--- config.mk ---
export PLATFORM = sky130hd
export DESIGN_NAME = pswrc_top
export DESIGN_NICKNAME = d
export VERILOG_FILES = /design/src/hw/pswrc_pkg.sv /design/src/hw/pswrc_top.sv /design/src/hw/pswrc_code_dec.sv
export SDC_FILE = /design/constraint.sdc
export NUM_CORES = 1
export LEC_CHECK = 0
export BUFFER_PORTS_ARGS = -buffer_cell sky130_fd_sc_hd__buf_2
export CORE_MARGIN = 2
export CORE_UTILIZATION = 33
export DETAILED_ROUTE_END_ITERATION = 10
export PLACE_DENSITY = 0.63
export SKIP_LAST_GASP = 1
export SYNTH_ARGS = -nofsm -noshare
export SYNTH_HDL_FRONTEND = slang
export SYNTH_SLANG_ARGS = --single-unit
--- constraint.sdc ---
create_clock -name CLK_SYS_I -period 1.3 [get_ports CLK_SYS_I]
set_input_delay 0.325 -clock CLK_SYS_I [delete_from_list [all_inputs] [get_ports CLK_SYS_I]]
set_output_delay 0.325 -clock CLK_SYS_I [all_outputs]
set_load 0.05 [all_outputs]
--- src/hw/pswrc_pkg.sv ---
package pswrc_pkg;
  localparam logic [7:0] PAD_SWAP_MASK_OFFS = 8'hfa;
  localparam logic [7:0] REMAP_PORTS_ONE_TWO_OFFS = 8'hfb;
  localparam logic [7:0] PAD_SWAP_MASK_RST = 8'h00;
  localparam logic [7:0] REMAP_PORTS_ONE_TWO_RST = 8'h00;
  localparam int CODE_W = 4;
  localparam int REMAP_PORT1_LSB = 0;
  localparam int REMAP_PORT2_LSB = 4;
  localparam logic [3:0] CODE_DISABLED = 4'h0;
  localparam logic [3:0] CODE_MAX_LOGICAL = 4'h7;
  localparam int NUM_REMAP_PORTS = 2;
  localparam int NUM_SWAP_PORTS = 8;
  localparam int UPSTREAM_SWAP_BIT = 0;

  typedef struct packed {
    logic [7:0] addr;
    logic [7:0] wdata;
    logic we;
  } pswrc_wr_s;

  typedef struct packed {
    logic [NUM_SWAP_PORTS-1:0] first_pad;
    logic [NUM_SWAP_PORTS-1:0] second_pad;
  } pswrc_pads_s;

  typedef struct packed {
    logic [7:0] swap_r;
    logic [7:0] remap_r;
    logic [7:0] rdata_r;
    logic [NUM_REMAP_PORTS*CODE_W-1:0] logical_r;
    logic [NUM_REMAP_PORTS-1:0] port_en_r;
    logic [2:0] count_r;
    pswrc_pads_s pads_r;
  } pswrc_state_s;
endpackage

--- src/hw/pswrc_top.sv ---
`timescale 1ns/1ps
// Notes on behaviour
// - each port, upstream and downstream, has a swap bit exchanging its two diff pads.
// - swap 0 puts D+ on the first pad and D- on the second, swap 1 the reverse.
// - swap bits 7 to 1 each control the downstream port of the same number.
// - swap bit 0 set swaps the upstream port pads.
// - the hub reports a downstream port count and also the logical port numbering on LOGICAL_PORT_O.
// - remap fields apply only while the remap enable bit is set.
// - port 2 remap field is bits 7:4 and code 0000 disables port 2.
// - codes 0001 to 0100 map port 2 to logical ports 1 to 4.
// - codes 0101 to 0111 map a port to logical ports 5 to 7.
// - port 1 remap field is bits 3:0, same encoding, 0000 disables it.
// - reserved codes 1000 to 1111 act as 0000, port disabled.
module pswrc_top (
  input wire logic CLK_SYS_I,
  input wire logic NRST_I,
  input wire logic [7:0] REG_ADDR_I,
  input wire logic [7:0] REG_WDATA_I,
  input wire logic REG_WE_I,
  input wire logic REMAP_MODE_ENABLE_I,
  input wire logic [7:0] CORE_DPLUS_I,
  input wire logic [7:0] CORE_DMINUS_I,
  output logic [7:0] REG_RDATA_O,
  output logic [7:0] PAD_SWAP_BITS_O,
  output logic [7:0] REMAP_FIELD_PORTS_ONE_TWO_O,
  output logic [7:0] FIRST_DIFF_PAD_O,
  output logic [7:0] SECOND_DIFF_PAD_O,
  output logic [7:0] LOGICAL_PORT_O,
  output logic [1:0] PORT_ENABLED_O,
  output logic [2:0] DS_PORT_COUNT_O
);
  pswrc_pkg::pswrc_state_s st_r;
  pswrc_pkg::pswrc_state_s st_nxt;
  pswrc_pkg::pswrc_wr_s wr;
  logic [pswrc_pkg::NUM_REMAP_PORTS*pswrc_pkg::CODE_W-1:0] logical;
  logic [pswrc_pkg::NUM_REMAP_PORTS-1:0] enabled;

  function automatic logic [7:0] reg_read(input logic [7:0] addr,
                                          input logic [7:0] swap,
                                          input logic [7:0] remap);
    if (addr == pswrc_pkg::PAD_SWAP_MASK_OFFS) begin
      reg_read = swap;
    end else if (addr == pswrc_pkg::REMAP_PORTS_ONE_TWO_OFFS) begin
      reg_read = remap;
    end else begin
      reg_read = 8'h00;
    end
  endfunction

  assign wr.addr = REG_ADDR_I;
  assign wr.wdata = REG_WDATA_I;
  assign wr.we = REG_WE_I;

  genvar g;
  generate
    for (g = 0; g < pswrc_pkg::NUM_REMAP_PORTS; g++) begin : g_dec
      pswrc_code_dec u_dec (
        .code_i(st_r.remap_r[g*pswrc_pkg::CODE_W +: pswrc_pkg::CODE_W]),
        .remap_en_i(REMAP_MODE_ENABLE_I),
        .phys_num_i(4'(g + 1)),
        .logical_o(logical[g*pswrc_pkg::CODE_W +: pswrc_pkg::CODE_W]),
        .enabled_o(enabled[g])
      );
    end
  endgenerate

  always_comb begin
    st_nxt = st_r;
    if (wr.we && wr.addr == pswrc_pkg::PAD_SWAP_MASK_OFFS) begin
      st_nxt.swap_r = wr.wdata;
    end
    if (wr.we && wr.addr == pswrc_pkg::REMAP_PORTS_ONE_TWO_OFFS) begin
      st_nxt.remap_r = wr.wdata;
    end
    st_nxt.rdata_r = reg_read(wr.addr, st_r.swap_r, st_r.remap_r);
    st_nxt.logical_r = logical;
    st_nxt.port_en_r = enabled;
    st_nxt.count_r = 3'({2'b00, enabled[0]} + {2'b00, enabled[1]});
    for (int i = 0; i < pswrc_pkg::NUM_SWAP_PORTS; i++) begin
      // bit 0 is upstream, bits 7:1 downstream port i
      if (st_r.swap_r[i]) begin
        st_nxt.pads_r.first_pad[i] = CORE_DMINUS_I[i];
        st_nxt.pads_r.second_pad[i] = CORE_DPLUS_I[i];
      end else begin
        st_nxt.pads_r.first_pad[i] = CORE_DPLUS_I[i];
        st_nxt.pads_r.second_pad[i] = CORE_DMINUS_I[i];
      end
    end
  end

  always_ff @(posedge CLK_SYS_I) begin
    if (!NRST_I) begin
      st_r <= '0;
      st_r.swap_r <= pswrc_pkg::PAD_SWAP_MASK_RST;
      st_r.remap_r <= pswrc_pkg::REMAP_PORTS_ONE_TWO_RST;
    end else begin
      st_r <= st_nxt;
    end
  end

  assign REG_RDATA_O = st_r.rdata_r;
  assign PAD_SWAP_BITS_O = st_r.swap_r;
  assign REMAP_FIELD_PORTS_ONE_TWO_O = st_r.remap_r;
  assign FIRST_DIFF_PAD_O = st_r.pads_r.first_pad;
  assign SECOND_DIFF_PAD_O = st_r.pads_r.second_pad;
  assign LOGICAL_PORT_O = st_r.logical_r;
  assign PORT_ENABLED_O = st_r.port_en_r;
  assign DS_PORT_COUNT_O = st_r.count_r;
endmodule

--- src/hw/pswrc_code_dec.sv ---
`timescale 1ns/1ps
module pswrc_code_dec (
  input wire logic [3:0] code_i,
  input wire logic remap_en_i,
  input wire logic [3:0] phys_num_i,
  output logic [3:0] logical_o,
  output logic enabled_o
);
  always_comb begin
    if (!remap_en_i) begin
      logical_o = phys_num_i;
      enabled_o = 1'b1;
    end else if (code_i == pswrc_pkg::CODE_DISABLED) begin
      logical_o = pswrc_pkg::CODE_DISABLED;
      enabled_o = 1'b0;
    end else if (code_i <= pswrc_pkg::CODE_MAX_LOGICAL) begin
      logical_o = code_i;
      enabled_o = 1'b1;
    end else begin
      logical_o = pswrc_pkg::CODE_DISABLED;
      enabled_o = 1'b0;
    end
  end
endmodule

==> impl_metrics.tcl <==
set metrics [dict create \
    synth-async-reset-ratio_pct 0 \
    synth.ff_latch_count 52 \
    ff2ff_setup_slack_ns 0.13 \
    critPathMaxFanout 4 \
    clkTransAtPathRegs_ns 0.08 \
    postCtsSetupRepairBufs 0 \
    timing.fmax_mhz 792 \
    power_switching_mw 0.755 \
    grt_pass1_wl_mm 6.80 \
    fill_cells 536 \
    cpLargestDelayFamily "flip-flops" \
    antenna_found_initial 0 \
    vias_per_cell 4.41 \
    core_region_area_mm2 0.00551 \
    die_y_um 79.5 \
    clockBufferDepth 2 \
    synth_area_leaders "dfxtp_1, mux2i_1, nor2b_1" \
    final-setup-viol-count 0 \
    drtAntennaViolNets 0 \
    finalHoldViolCount 0 \
    syn_inst 172 \
    clock_sinks 52 \
    drive_above_1_share_pct 44.5 \
    leakagePower_nw 1.30 \
    vias 1558 \
    place_congestion 0.790 \
    n_antenna_cell 0 \
    grt_use_total_pct 14.0 \
    fin_nets 318 \
    dp_hpwl_mm 3.37 \
    route.detailed.drc 0 \
    skew_ns 0.00811 \
    critPathMostFrequentCell "buf_4" \
    post-route-util_pct 48.8 \
    rsz0062_at_grt "false" \
    max_cap_violations 0 \
    drv_slew 0 \
    ys_seq_area_share_pct 55.4 \
    dieWidth_um 79.5 \
    synth.cell_area_mm2 0.00188 \
    p_seq_share_pct 57.1 \
    ir_worst_vdd_uv 427 \
    clkPwrFrac_pct 30.2 \
    insertion_delay_ns 0.30 \
    timing.final.crit_period_ns 1.26 \
    worstPathRequired_ns 0.98 \
    cts_made_buffers 5 \
    h-tree-depth 2 \
    avgSynthCellArea_um2 10.9 \
    wl_per_cell_um 12.1 \
    ctsHoldBuffers 0 \
    arrival_ns 0.94 \
    synth_top_cells_by_count "dfxtp_1, mux2i_1, nand2_1" \
    cts_tree "built" \
    synth_top_flop_cell "dfxtp_1" \
    synth_top_area_cell "dfxtp_1" \
    drtPass1Iterations 4 \
    area_delta_synth_final_pct 43.0 \
    internal-power_mw 2.12 \
    max_stage_delay_ns 0.32 \
    grt.overflow.total 0 \
    grt_max_degree 17 \
    fp-row-count 27 \
    synth.top_cell.area_share_pct 55.4 \
    slowest_stage "dfxtp_2" \
    yosysMostFrequentCell "dfxtp_1" \
    crit_buf_inv 2 \
    setup-tns-final_ns 0 \
    io_buffers 87 \
    dieArea_mm2 0.00631 \
    powerDensity_mw_per_mm2 1070 \
    outcome "completed" \
    ys_warn_count 0 \
    pin_count 89 \
    start_util_pct 34.1 \
    wirelength_mm 4.26 \
    synth_cell_types 22 \
    path_class "register to output port" \
    sw_frac_of_total_pct 26.3 \
    combPwrFrac_pct 12.7 \
    worstHoldPathType "primary input to register" \
    holdWs_ns 0.282 \
    endpoint_kind "output port" \
    cp-start-kind "register" \
    path_cells "buf_4 -> buf_4" \
    synth_edf_count 0 \
    grt_pass1_vias 1463 \
    drt_iter0_drc 20 \
    period_share_pct 97.1 \
    ctsRootBufferMaster "clkbuf_8" \
]
## routing by layer
metal  vias up  wire (um)  GRT usage, %
li1        783          -             -
met1       712       1810          16.5
met2        56       2010          23.3
met3         7        387          5.54
met4         0         52          4.66
met5         -          0             0
## kinds of logic (layout without fill, tap and decap cells)
family	count (synthesis)	in the layout	share of synthesized area [%]
AOI/OAI and AO/OA	4	4	1.33
adders and majority gates	1	1	0.666
buffers and inverters	8	115	2.60
DFF	52	52	55.4
muxes	40	40	21.3
other	1	3	0.200
and+or+nand+nor	66	66	18.5
## power by group through the flow
stage	combinational (mW)	sequential, mW	clock [mW]
floorplan	0.0928	1.82	0
global placement	0.362	1.68	0
detailed placement	0.367	1.68	0
CTS	0.367	1.64	0.907
global route	0.390	1.64	0.985
finish	0.364	1.64	0.868
## worst paths after layout
| check | endpoint | cells past startpoint | from |
|---|---|---|---|
| worst min register to register | REMAP_FIELD_PORTS_ONE_TWO_O[2] | 2 | REMAP_FIELD_PORTS_ONE_TWO_O[2] |
| worst max register to register | DS_PORT_COUNT_O[0] | 4 | REMAP_FIELD_PORTS_ONE_TWO_O[0] |
| worst max-delay path | REMAP_FIELD_PORTS_ONE_TWO_O[4] | 2 | REMAP_FIELD_PORTS_ONE_TWO_O[4] |
| worst min-delay path | LOGICAL_PORT_O[5] | 2 | REMAP_MODE_ENABLE_I |
## flip-flops by register name, summed over array words and instances (netlist names)
name	flops
FIRST_DIFF_PAD_O	8
DS_PORT_COUNT_O	2
PAD_SWAP_BITS_O	8
REG_RDATA_O	8
REMAP_FIELD_PORTS_ONE_TWO_O	8
PORT_ENABLED_O	2
LOGICAL_PORT_O	8
SECOND_DIFF_PAD_O	8
## through the flow
stage | setup WS, ns | total power, mW | cell area [um2] | instances
after floorplan | 0.0237 | 1.92 | 1900 | 174
after global placement | 0.00299 | 2.04 | 2570 | 346
after detailed placement | -0.0414 | 2.04 | 2570 | 346
after CTS | 0.00834 | 2.91 | 2670 | 353
after global routing | 0.00257 | 3.02 | 2690 | 353
final | 0.0374 | 2.87 | 2690 | 353
## final cells by class
class / count / area (um2) / share of cell area (%)
Clock inverter: 2 / 12.5 / 0.466
Tap cell: 72 / 90.1 / 3.35
Sequential cell: 52 / 1050 / 39.1
Clock buffer: 5 / 68.8 / 2.56
Multi-Input combinational cell: 114 / 797 / 29.7
Timing Repair Buffer: 108 / 668 / 24.9
## layout by cell type, fill, tap and decap left out
cell / count
buf_2: 78
and3b_2: 1
and2_1: 4
clkinvlp_4: 1
nand3_1: 1
clkinv_2: 1
nor3b_1: 4
buf_4: 20
dfxtp_2: 8
dfxtp_1: 44
o21ai_0: 1
nand2_1: 25
and4b_1: 1
clkbuf_4: 3
a21boi_0: 2
nor3_1: 2
nor2_1: 8
conb_1: 3
buf_12: 3
mux2i_1: 40
and4_1: 1
nand2b_1: 2
nor2b_1: 16
nand4_2: 1
o21ai_1: 1
buf_6: 4
clkbuf_8: 5
ha_1: 1
## worst reg2reg max path, stage by stage (launching register included)
cell	delay (ns)
dfxtp_2	0.33
nor3_1	0.20
o21ai_1	0.11
ha_1	0.29
and2_1	0.15
## what timing repair did
| item | CTS | global route |
|---|---|---|
| endpoints found under the hold margin | 0 | 0 |
| setup endpoints to repair | 6 | 8 |
| pin swaps | 0 | 0 |
| resized for setup | 6 | 8 |
Power figures use the tool's default switching activity.
